**src/shared/alu_pkg.sv**
```systemverilog
package alu_pkg;

    // ==========================================================
    // Widths and address map.
    // ==========================================================
    localparam int DATA_W = 24;
    localparam int RAM_AW = 8;
    localparam int PC_W = 13;
    localparam logic [7:0] RESULT_BASE = 8'hF0;
    localparam logic [7:0] LEGACY_SHIFT = 8'hE0;
    localparam logic [7:0] ADDR_BRIDGE1 = 8'hF0;
    localparam logic [7:0] ADDR_BRIDGE2 = 8'hF1;
    localparam logic [7:0] ADDR_BRIDGE3 = 8'hF2;
    localparam logic [7:0] ADDR_BRIDGE4 = 8'hF3;
    localparam logic [7:0] ADDR_COMP_SUM = 8'hF4;
    localparam logic [7:0] ADDR_TEMP = 8'hF5;
    localparam logic [7:0] ADDR_STATUS = 8'hF6;
    localparam logic [7:0] ADDR_GAUGE_TIME = 8'hF7;
    localparam logic [7:0] ADDR_RESOLUTION = 8'hF8;
    localparam logic [7:0] ADDR_SUPPLY = 8'hF9;
    localparam logic [7:0] ADDR_KEY_FALL = 8'hFA;
    localparam logic [7:0] ADDR_KEY_RISE = 8'hFB;
    localparam logic [7:0] ADDR_KEY_PRESS = 8'hFC;
    localparam logic [7:0] ADDR_GPIO = 8'hFD;
    localparam logic [7:0] ADDR_TIMER = 8'hFE;
    localparam logic [7:0] ADDR_SPAN = 8'hFF;

    // ==========================================================
    // Status word field positions.
    // ==========================================================
    localparam int ST_CPORT_STATE_LSB = 20;
    localparam int ST_CAUSE_LSB = 15;
    localparam int ST_LOW_SUPPLY = 14;
    localparam int ST_CONV_ERR = 13;
    localparam int ST_CPORT_ERR = 11;
    localparam int ST_STRAIN_ERR = 10;
    localparam int ST_CONV_TIMEOUT = 9;
    localparam int ST_EXT_START = 8;
    localparam int ST_RISE_LSB = 4;
    localparam int ST_FALL_LSB = 0;

    // ==========================================================
    // Sequencer limits and reset values.
    // ==========================================================
    localparam int SKIP_MAX_OPS = 3;
    localparam int SKIP_MIN_BYTES = 3;
    localparam int SKIP_MAX_BYTES = 15;
    localparam logic [PC_W-1:0] PC_RESET = 13'h0000;
    localparam logic [RAM_AW-1:0] PTR_RESET = 8'h00;
    localparam logic [DATA_W-1:0] ACC_RESET = 24'h000000;

    // ==========================================================
    // Accumulator selection and operations.
    // ==========================================================
    typedef enum logic [1:0] {ACC_X, ACC_Y, ACC_Z, ACC_R} acc_sel_t;

    typedef enum logic [3:0] {
        OP_NOP, OP_MOVE, OP_SWAP, OP_ADD, OP_SUB, OP_SHIFT_R, OP_SHIFT_L,
        OP_ROT_R, OP_ROT_L, OP_MULT, OP_AND, OP_OR, OP_XOR, OP_LOAD_IMM
    } alu_op_t;

    typedef enum logic [2:0] {
        JMP_NONE, JMP_ABS, JMP_REL, JMP_SKIP, JMP_CALL, JMP_RET
    } jump_kind_t;

    typedef enum logic [2:0] {
        COND_ALWAYS, COND_CARRY, COND_NOT_EQUAL, COND_SIGN, COND_OVERFLOW
    } cond_sel_t;

    typedef enum logic [1:0] {PTR_KEEP, PTR_LOAD, PTR_INC, PTR_DEC} ptr_op_t;

    typedef enum logic [1:0] {S_IDLE, S_READ, S_EXEC, S_STORE} phase_t;

    typedef struct packed {
        logic carry;
        logic not_equal;
        logic sign;
        logic overflow;
    } flags_t;

    typedef struct packed {
        logic valid;
        alu_op_t op;
        acc_sel_t dst;
        acc_sel_t src;
        logic use_imm;
        logic [DATA_W-1:0] imm;
        ptr_op_t ptr_op;
        logic [RAM_AW-1:0] ptr_value;
        jump_kind_t jump;
        cond_sel_t cond;
        logic cond_invert;
        logic [PC_W-1:0] target;
        logic [7:0] disp;
        logic [1:0] skip_ops;
        logic [3:0] skip_bytes;
        logic [2:0] length;
    } instr_t;

    typedef struct packed {
        logic [3:0] cport_state;
        logic [4:0] entry_cause;
        logic low_supply_flag;
        logic conv_error;
        logic cport_error;
        logic strain_error;
        logic conv_timeout;
        logic ext_start;
        logic [3:0] cport_rise;
        logic [3:0] cport_fall;
    } status_in_t;

    typedef struct packed {
        logic we;
        logic [RAM_AW-1:0] addr;
        logic [DATA_W-1:0] wdata;
    } ram_req_t;

endpackage

```
**src/accumulator_alu_with_flags.sv**
```systemverilog
`timescale 1ns/100ps
module accumulator_alu_with_flags #(
    parameter int DATA_W = alu_pkg::DATA_W,
    parameter int PC_W = alu_pkg::PC_W,
    parameter int RAM_AW = alu_pkg::RAM_AW
) (
    // Clock and reset.
    input wire logic ref_clk_i,
    input wire logic rst_i,
    // Decoder side.
    input wire alu_pkg::instr_t instr_i,
    output logic ready_o,
    output logic [PC_W-1:0] pc_o,
    output alu_pkg::flags_t flags_o,
    // Measurement results, latched at measurement end only in S_IDLE with no result drain running.
    input wire logic meas_done_i,
    input wire logic [16*DATA_W-1:0] results_i,
    input wire alu_pkg::status_in_t status_i,
    // RAM side, read data arrives one cycle after the address.
    output alu_pkg::ram_req_t ram_o,
    input wire logic [DATA_W-1:0] ram_rdata_i
);

    // ==========================================================
    // State.
    // ==========================================================
    typedef struct packed {
        alu_pkg::phase_t phase;
        logic [DATA_W-1:0] acc_x;
        logic [DATA_W-1:0] acc_y;
        logic [DATA_W-1:0] acc_z;
        alu_pkg::flags_t flags;
        logic [RAM_AW-1:0] ptr;
        logic [PC_W-1:0] pc;
        logic [PC_W-1:0] ret_pc;
        alu_pkg::instr_t cur;
        alu_pkg::ram_req_t ram;
        logic [3:0] res_idx;
        logic res_busy;
        logic [16*DATA_W-1:0] res_buf;
    } state_t;

    state_t state_reg;
    state_t state_next;

    logic [DATA_W-1:0] opa;
    logic [DATA_W-1:0] opb;
    logic [DATA_W-1:0] res;
    logic [DATA_W-1:0] res2;
    logic wr2;
    logic calc;
    logic cout;
    logic vout;
    logic cond_hit;
    logic [DATA_W-1:0] status_word;

    // ==========================================================
    // Operand selection.
    // ==========================================================
    function automatic logic [DATA_W-1:0] pick(input alu_pkg::acc_sel_t s, input state_t st,
                                               input logic [DATA_W-1:0] rd);
        logic [DATA_W-1:0] v;
        case (s)
            alu_pkg::ACC_X: v = st.acc_x;
            alu_pkg::ACC_Y: v = st.acc_y;
            alu_pkg::ACC_Z: v = st.acc_z;
            alu_pkg::ACC_R: v = rd;
            default: v = st.acc_x;
        endcase
        return v;
    endfunction

    always_comb begin
        opa = pick(state_reg.cur.dst, state_reg, ram_rdata_i);
        opb = state_reg.cur.use_imm ? state_reg.cur.imm : pick(state_reg.cur.src, state_reg, ram_rdata_i);
    end

    alu_core #(
        .W(DATA_W)
    ) u_core (
        .op_i(state_reg.cur.op),
        .a_i(opa),
        .b_i(opb),
        .carry_in_i(state_reg.flags.carry),
        .result_o(res),
        .second_o(res2),
        .writes_second_o(wr2),
        .calc_o(calc),
        .carry_o(cout),
        .overflow_o(vout)
    );

    // ==========================================================
    // Status word assembly.
    // ==========================================================
    always_comb begin
        status_word = '0;
        status_word[alu_pkg::ST_CPORT_STATE_LSB +: 4] = status_i.cport_state;
        status_word[alu_pkg::ST_CAUSE_LSB +: 5] = status_i.entry_cause;
        status_word[alu_pkg::ST_LOW_SUPPLY] = status_i.low_supply_flag;
        status_word[alu_pkg::ST_CONV_ERR] = status_i.conv_error;
        status_word[alu_pkg::ST_CPORT_ERR] = status_i.cport_error;
        status_word[alu_pkg::ST_STRAIN_ERR] = status_i.strain_error;
        status_word[alu_pkg::ST_CONV_TIMEOUT] = status_i.conv_timeout;
        status_word[alu_pkg::ST_EXT_START] = status_i.ext_start;
        status_word[alu_pkg::ST_RISE_LSB +: 4] = status_i.cport_rise;
        status_word[alu_pkg::ST_FALL_LSB +: 4] = status_i.cport_fall;
    end

    // ==========================================================
    // Condition evaluation.
    // ==========================================================
    always_comb begin
        case (state_reg.cur.cond)
            alu_pkg::COND_CARRY: cond_hit = state_reg.flags.carry;
            alu_pkg::COND_NOT_EQUAL: cond_hit = state_reg.flags.not_equal;
            alu_pkg::COND_SIGN: cond_hit = state_reg.flags.sign;
            alu_pkg::COND_OVERFLOW: cond_hit = state_reg.flags.overflow;
            default: cond_hit = 1'b1;
        endcase
        if (state_reg.cur.cond != alu_pkg::COND_ALWAYS && state_reg.cur.cond_invert) begin
            cond_hit = ~cond_hit;
        end
    end

    // ==========================================================
    // Next-state logic.
    // ==========================================================
    always_comb begin
        logic [DATA_W-1:0] wv;
        logic [PC_W-1:0] seq_pc;
        logic [3:0] sb;
        wv = '0;
        sb = '0;
        state_next = state_reg;
        state_next.ram.we = 1'b0;
        seq_pc = state_reg.pc + PC_W'(state_reg.cur.length);
        // Result writes steal the RAM port, so instructions wait while the block of sixteen drains.
        if (state_reg.res_busy && state_reg.phase == alu_pkg::S_IDLE) begin
            state_next.ram.we = 1'b1;
            state_next.ram.addr = alu_pkg::RESULT_BASE + RAM_AW'(state_reg.res_idx);
            state_next.ram.wdata = state_reg.res_buf[state_reg.res_idx*DATA_W +: DATA_W];
            state_next.res_idx = state_reg.res_idx + 4'h1;
            state_next.res_busy = (state_reg.res_idx != 4'hF);
        end else if (meas_done_i && !state_reg.res_busy && state_reg.phase == alu_pkg::S_IDLE) begin
            state_next.res_buf = results_i;
            state_next.res_buf[6*DATA_W +: DATA_W] = status_word;
            state_next.res_idx = 4'h0;
            state_next.res_busy = 1'b1;
        end else begin
            case (state_reg.phase)
                alu_pkg::S_IDLE: begin
                    if (instr_i.valid) begin
                        state_next.cur = instr_i;
                        state_next.ram.addr = state_reg.ptr;
                        state_next.phase = alu_pkg::S_READ;
                    end
                end
                alu_pkg::S_READ: begin
                    state_next.phase = alu_pkg::S_EXEC;
                end
                alu_pkg::S_EXEC: begin
                    state_next.phase = alu_pkg::S_IDLE;
                    state_next.pc = seq_pc;
                    if (state_reg.cur.op != alu_pkg::OP_NOP) begin
                        wv = res;
                        state_next.flags.not_equal = (wv == '0);
                        state_next.flags.sign = wv[DATA_W-1];
                        if (calc) begin
                            state_next.flags.carry = cout;
                            state_next.flags.overflow = vout;
                        end
                        case (state_reg.cur.dst)
                            alu_pkg::ACC_X: state_next.acc_x = wv;
                            alu_pkg::ACC_Y: state_next.acc_y = wv;
                            alu_pkg::ACC_Z: state_next.acc_z = wv;
                            default: begin
                                state_next.ram.we = 1'b1;
                                state_next.ram.addr = state_reg.ptr;
                                state_next.ram.wdata = wv;
                            end
                        endcase
                        if (wr2 && !state_reg.cur.use_imm) begin
                            case (state_reg.cur.src)
                                alu_pkg::ACC_X: state_next.acc_x = res2;
                                alu_pkg::ACC_Y: state_next.acc_y = res2;
                                alu_pkg::ACC_Z: state_next.acc_z = res2;
                                default: begin
                                    state_next.cur.dst = alu_pkg::ACC_R;
                                    state_next.cur.imm = res2;
                                    state_next.phase = alu_pkg::S_STORE;
                                end
                            endcase
                        end
                    end
                    // Pointer moves only reselect the fourth accumulator; RAM is not written.
                    case (state_reg.cur.ptr_op)
                        alu_pkg::PTR_LOAD: state_next.ptr = state_reg.cur.ptr_value;
                        alu_pkg::PTR_INC: state_next.ptr = state_reg.ptr + RAM_AW'(1);
                        alu_pkg::PTR_DEC: state_next.ptr = state_reg.ptr - RAM_AW'(1);
                        default: state_next.ptr = state_reg.ptr;
                    endcase
                    case (state_reg.cur.jump)
                        alu_pkg::JMP_ABS: begin
                            if (cond_hit) begin
                                state_next.pc = state_reg.cur.target;
                            end
                        end
                        alu_pkg::JMP_REL: begin
                            if (cond_hit) begin
                                state_next.pc = state_reg.pc + PC_W'({{(PC_W-8){state_reg.cur.disp[7]}},
                                    state_reg.cur.disp});
                            end
                        end
                        alu_pkg::JMP_SKIP: begin
                            sb = state_reg.cur.skip_bytes;
                            if (cond_hit && state_reg.cur.skip_ops != 2'd0 && sb >= 4'(alu_pkg::SKIP_MIN_BYTES)
                                && 32'(sb) <= alu_pkg::SKIP_MAX_BYTES) begin
                                state_next.pc = seq_pc + PC_W'(sb);
                            end
                        end
                        alu_pkg::JMP_CALL: begin
                            state_next.ret_pc = seq_pc;
                            state_next.pc = state_reg.cur.target;
                        end
                        alu_pkg::JMP_RET: begin
                            state_next.pc = state_reg.ret_pc;
                        end
                        default: begin
                        end
                    endcase
                end
                alu_pkg::S_STORE: begin
                    // Second half of a swap whose source is the RAM word.
                    state_next.ram.we = 1'b1;
                    state_next.ram.addr = state_reg.ptr;
                    state_next.ram.wdata = state_reg.cur.imm;
                    state_next.phase = alu_pkg::S_IDLE;
                end
                default: begin
                    state_next.phase = alu_pkg::S_IDLE;
                end
            endcase
        end
    end

    always_ff @(posedge ref_clk_i or posedge rst_i) begin
        if (rst_i) begin
            state_reg <= '0;
            state_reg.phase <= alu_pkg::S_IDLE;
            state_reg.pc <= alu_pkg::PC_RESET;
            state_reg.ptr <= alu_pkg::PTR_RESET;
            state_reg.acc_x <= alu_pkg::ACC_RESET;
            state_reg.acc_y <= alu_pkg::ACC_RESET;
            state_reg.acc_z <= alu_pkg::ACC_RESET;
        end else begin
            state_reg <= state_next;
        end
    end

    // ==========================================================
    // Outputs.
    // ==========================================================
    assign ready_o = (state_reg.phase == alu_pkg::S_IDLE) && !state_reg.res_busy && !meas_done_i;
    assign pc_o = state_reg.pc;
    assign flags_o = state_reg.flags;
    assign ram_o = state_reg.ram;

endmodule // accumulator_alu_with_flags

```
**src/alu_core.sv**
```systemverilog
`timescale 1ns/100ps
module alu_core #(
    parameter int W = 24
) (
    // Operation and operands.
    input wire alu_pkg::alu_op_t op_i,
    input wire logic [W-1:0] a_i,
    input wire logic [W-1:0] b_i,
    input wire logic carry_in_i,
    // Result.
    output logic [W-1:0] result_o,
    output logic [W-1:0] second_o,
    output logic writes_second_o,
    output logic calc_o,
    output logic carry_o,
    output logic overflow_o
);
    logic [W:0] wide;
    logic [2*W-1:0] prod;

    always_comb begin
        wide = '0;
        prod = a_i * b_i;
        result_o = a_i;
        second_o = b_i;
        writes_second_o = 1'b0;
        calc_o = 1'b0;
        carry_o = carry_in_i;
        overflow_o = 1'b0;
        case (op_i)
            alu_pkg::OP_MOVE, alu_pkg::OP_LOAD_IMM: begin
                result_o = b_i;
            end
            alu_pkg::OP_SWAP: begin
                result_o = b_i;
                second_o = a_i;
                writes_second_o = 1'b1;
            end
            alu_pkg::OP_ADD: begin
                wide = {1'b0, a_i} + {1'b0, b_i};
                result_o = wide[W-1:0];
                calc_o = 1'b1;
                carry_o = wide[W];
                overflow_o = (a_i[W-1] == b_i[W-1]) && (wide[W-1] != a_i[W-1]);
            end
            alu_pkg::OP_SUB: begin
                wide = {1'b0, a_i} - {1'b0, b_i};
                result_o = wide[W-1:0];
                calc_o = 1'b1;
                carry_o = wide[W];
                overflow_o = (a_i[W-1] != b_i[W-1]) && (wide[W-1] != a_i[W-1]);
            end
            alu_pkg::OP_SHIFT_R: begin
                result_o = {a_i[W-1], a_i[W-1:1]};
                calc_o = 1'b1;
                carry_o = a_i[0];
            end
            alu_pkg::OP_SHIFT_L: begin
                result_o = {a_i[W-2:0], 1'b0};
                calc_o = 1'b1;
                carry_o = a_i[W-1];
            end
            alu_pkg::OP_ROT_R: begin
                result_o = {carry_in_i, a_i[W-1:1]};
                calc_o = 1'b1;
                carry_o = a_i[0];
            end
            alu_pkg::OP_ROT_L: begin
                result_o = {a_i[W-2:0], carry_in_i};
                calc_o = 1'b1;
                carry_o = a_i[W-1];
            end
            alu_pkg::OP_MULT: begin
                result_o = prod[W-1:0];
                calc_o = 1'b1;
            end
            alu_pkg::OP_AND: begin
                result_o = a_i & b_i;
            end
            alu_pkg::OP_OR: begin
                result_o = a_i | b_i;
            end
            alu_pkg::OP_XOR: begin
                result_o = a_i ^ b_i;
            end
            default: begin
                result_o = a_i;
            end
        endcase
    end
endmodule // alu_core

```
**config.mk**
```make
export PLATFORM = sky130hd
export DESIGN_NAME = accumulator_alu_with_flags
export DESIGN_NICKNAME = d
export VERILOG_FILES = /design/src/shared/alu_pkg.sv /design/src/accumulator_alu_with_flags.sv /design/src/alu_core.sv
export SDC_FILE = /design/constraint.sdc
export NUM_CORES = 2
export LEC_CHECK = 0
export ABC_AREA = 1
export BUFFER_PORTS_ARGS = -buffer_cell sky130_fd_sc_hd__buf_4
export CAP_MARGIN = 30
export CELL_PAD_IN_SITES_DETAIL_PLACEMENT = 1
export CELL_PAD_IN_SITES_GLOBAL_PLACEMENT = 1
export CORE_ASPECT_RATIO = 0.5
export CORE_UTILIZATION = 47
export CTS_CLUSTER_DIAMETER = 50
export DETAILED_ROUTE_END_ITERATION = 7
export HOLD_SLACK_MARGIN = 0.05
export PLACE_DENSITY_LB_ADDON = 0.05
export SYNTH_ARGS = -nofsm -noshare
export SYNTH_HDL_FRONTEND = slang
export SYNTH_SLANG_ARGS = --single-unit
```
**constraint.sdc**
```tcl
create_clock -name ref_clk_i -period 45.4 [get_ports ref_clk_i]
set_input_delay 2.27 -clock ref_clk_i [delete_from_list [all_inputs] [get_ports ref_clk_i]]
set_output_delay 2.27 -clock ref_clk_i [all_outputs]
set_load 0.02 [all_outputs]
```
==> out/summary.md <==
The flow ran to the end, and the final reports show no timing, DRC or antenna violations. The most common cell after layout, fill and taps aside is sky130_fd_sc_hd__nand2_1. Synthesis produced a netlist with a net count of 7278. The critical path startpoint category is a flip-flop. The pin count of the biggest net entering global routing is 190, and the fraction of final layout cells with drive strength greater than 1 is 13.2%. TritonCTS built the clock tree. Peak fanout along the critical path: 60. The clock latency of the later-clocked register in the worst-skew pair was 0.69 ns. Number of rows in the core area: 80. The placed wire-length estimate is 145000 um, and the via count is 47400. The number of levels in the clock H-tree came out at 2.

In the routed layout, each cell is associated on average with a via count of 5.88. The routed design uses 95300 um of met2 wire. Before antenna repair, the detailed router went through 5 iterations. The layout has 12400 filler cells. Of the available clock period, the critical path in the final layout requires 22.9%. In the layout the commonest cells are sky130_fd_sc_hd__nand2_1 (1754), sky130_fd_sc_hd__inv_1 (757), sky130_fd_sc_hd__o21ai_0 (687), sky130_fd_sc_hd__buf_4 (618), sky130_fd_sc_hd__dfrtp_1 (610).

The number of buffers added to fix hold violations after cts was 0; the setup fix buffers added after clock tree synthesis was 0. The setup path with the least slack is of type flip-flop to flip-flop. The highest routing layer actually used was met5. The Yosys step of the flow raised 0 warnings.

The delay contributed by the slowest stage of the critical path is 0.92 ns, and the flip-flop and latch count after synthesis is 613. The top achievable clock speed is 96.2 MHz, and the clock transition time at the flip-flop clock pins of the worst setup and hold paths is 0.07 ns. The total wire length after detailed routing was 200000 um.

For the pin with the worst max-slew slack, the measured transition is 1.16 ns. The number of enable flip-flop cells after synthesis is 0. Dividing the synthesized area by the synthesized cell count gives 7.26 um^2. The flip-flop count of the largest register, all copies and words added was 563; the routed length on met3 was 14100 um. The count of nets left with antenna violations once routing finished came out at 0.

The first global-routing pass estimated 300000 um of wire. For the final number of hold-violating endpoints, the log shows 0. The final layout contains 7566 nets.

For the synthesized netlist cell count, the log shows 6363. Among all flip-flop cells after synthesis, the most frequent one is sky130_fd_sc_hd__dfrtp_1. The logs give 61 for the number of clock buffers inserted by TritonCTS and 39.5% for the overall routing resource usage. The mapped netlist covers 46200 um^2. The proportion of synthesized flip-flops having asynchronous set or reset works out to 100%.

In this run the tightest slew margin relative to its limit is 22.9%. For this run, design rule violations remaining after detail routing come to 0. The clock root buffer is sky130_fd_sc_hd__clkbuf_16. Across the routed clock network, the largest skew measured is 0.0324 ns.

The tool flagged a number of max-cap violations equal to 0. Gates resized during post-CTS repair numbered 0. The routed length on met1 is 75700 um, and the number of endpoints failing setup at the final stage is 0.

The overall overflow remaining after global route is 0. The type of the worst min-delay path was flip-flop to flip-flop. The area of the die was 99700 um^2. The die outline width is 445 um.

Input and output buffers added on the ports amount to 541. The total count of max-transition violations in the final report was 0; the sequential share of the synthesized area was 33.2%. For the initial cell density of the core, the log shows 47.9%. Among the stages of the critical path, the cell type that occurs most often is sky130_fd_sc_hd__fa_1. The type of destination of the critical path was a flip-flop. The longest clock path from root to sink contains 3 buffers. The tools report the area of the multi-input gates as 26100 um^2. The placeable core area is 96400 um^2.

Data on the critical path is required at its endpoint by 46.01 ns. For the finished layout, the period the worst path requires is 10.40 ns. The number of global-route vias before repair was 50200; the area growth from synthesis to layout was 14.9%. In the final layout, flip-flops and latches occupy 15300 um^2. The placer's final routability congestion estimate came out at 0.986.

The master of the slowest instance on the critical path was sky130_fd_sc_hd__a21oi_2. The number of clock sinks is 613. The tools report the number of antenna violations at the first check in global routing as 52. Measured along the y axis, the die boundary spans 224 um. In the final routed layout, each cell accounts on average for 24.8 um. Adding up every negative setup slack in the final design gives 0 ns. The arrival time at the worst endpoint is 11.01 ns, and the iteration-0 DRC count of the detailed router is 4236. Setup repair after global routing left no endpoint under its margin. The count of cell types in the netlist was 67; the I/O pin total was 566.
## per-layer routing
| layer | GRT usage (%) | vias to the layer above |
|---|---|---|
| li1 | - | 21100 |
| met1 | 47.2 | 23800 |
| met2 | 65.2 | 1831 |
| met3 | 7.21 | 655 |
| met4 | 27.0 | 20 |
| met5 | 0 | - |
## per-stage QoR
step / hold WS [ns] / cells / utilization [%] / setup WS, ns / cell area, um^2
floorplan: 0.442 / 6363 / - / 25.97 / 46200
global placement: 0.456 / 7891 / 52.7 / 34.84 / 50800
detailed placement: 0.460 / 7896 / 52.8 / 34.78 / 50900
CTS: 0.478 / 8009 / 54.9 / 35.41 / 52900
global route: 0.492 / 8051 / 55.1 / 34.82 / 53100
finish: 0.475 / 8055 / 55.1 / 35.00 / 53100
## cell type report
class | instances | share of cell area [%]
repair buffers | 629 | 9.14
diodes | 42 | 0.198
clock buffers | 86 | 3.31
multi-input cells | 4544 | 49.2
clock inverters | 27 | 0.478
well taps | 1312 | 3.09
inverters | 802 | 5.73
flip-flops and latches | 613 | 28.9
## kinds of logic (layout without fill, tap and decap cells)
family | count (synthesis) | count (layout) | synth area share (%)
AND/OR/NAND/NOR | 2616 | 2616 | 22.9
flip-flops | 613 | 613 | 33.2
XOR/XNOR | 37 | 37 | 0.701
AO/OA/AOI/OAI | 1463 | 1463 | 17.7
multiplexers | 28 | 28 | 0.682
buffers and inverters | 1206 | 1544 | 10.4
other | 0 | 42 | 0
adder cells (fa/ha/maj) | 400 | 400 | 14.4
## critical path, delay by kind of cell, from the launching register on
kind / cells / cell delay [ns]
AND/OR/NAND/NOR: 10 / 1.73
AO/OA/AOI/OAI: 6 / 2.08
buffers and inverters: 8 / 1.93
flip-flops: 1 / 0.85
adder cells (fa/ha/maj): 8 / 3.70
## worst paths after layout
| check | slack (ns) | to | depth (start not counted) | start |
|---|---|---|---|---|
| setup reg to reg | 35.00 | ram_o[21] | 32 | state_reg[496] |
| setup / recovery | 35.00 | ram_o[21] | 32 | state_reg[496] |
| min in group asynchronous | 1.79 | state_reg[270] | 2 | rst_i |
| max in group asynchronous | 41.38 | state_reg[280] | 4 | rst_i |
| hold reg to reg | 0.48 | state_reg[195] | 2 | state_reg[195] |
| hold / removal | 0.48 | state_reg[195] | 2 | state_reg[195] |
## synth_stat cells (32+ instances only)
library cell,instances,area share (%)
sky130_fd_sc_hd__a31oi_1,46,0.62
sky130_fd_sc_hd__inv_1,761,6.2
sky130_fd_sc_hd__nand2_1,1755,14
sky130_fd_sc_hd__ha_1,181,4.9
sky130_fd_sc_hd__o21ai_0,687,7.4
sky130_fd_sc_hd__dfrtp_1,613,33
sky130_fd_sc_hd__nor2_1,435,3.5
sky130_fd_sc_hd__o22ai_1,32,0.43
sky130_fd_sc_hd__a21oi_1,435,4.7
sky130_fd_sc_hd__fa_1,219,9.5
sky130_fd_sc_hd__clkbuf_1,296,2.4
sky130_fd_sc_hd__nand3_1,286,3.1
sky130_fd_sc_hd__nand4_1,36,0.49
sky130_fd_sc_hd__or2_2,33,0.45
sky130_fd_sc_hd__buf_4,56,0.91
sky130_fd_sc_hd__o211ai_1,120,1.9
Power is left out: the tool's default activity adds up to more than one toggle a clock period on the data nets, which glitch-free logic cannot reach.
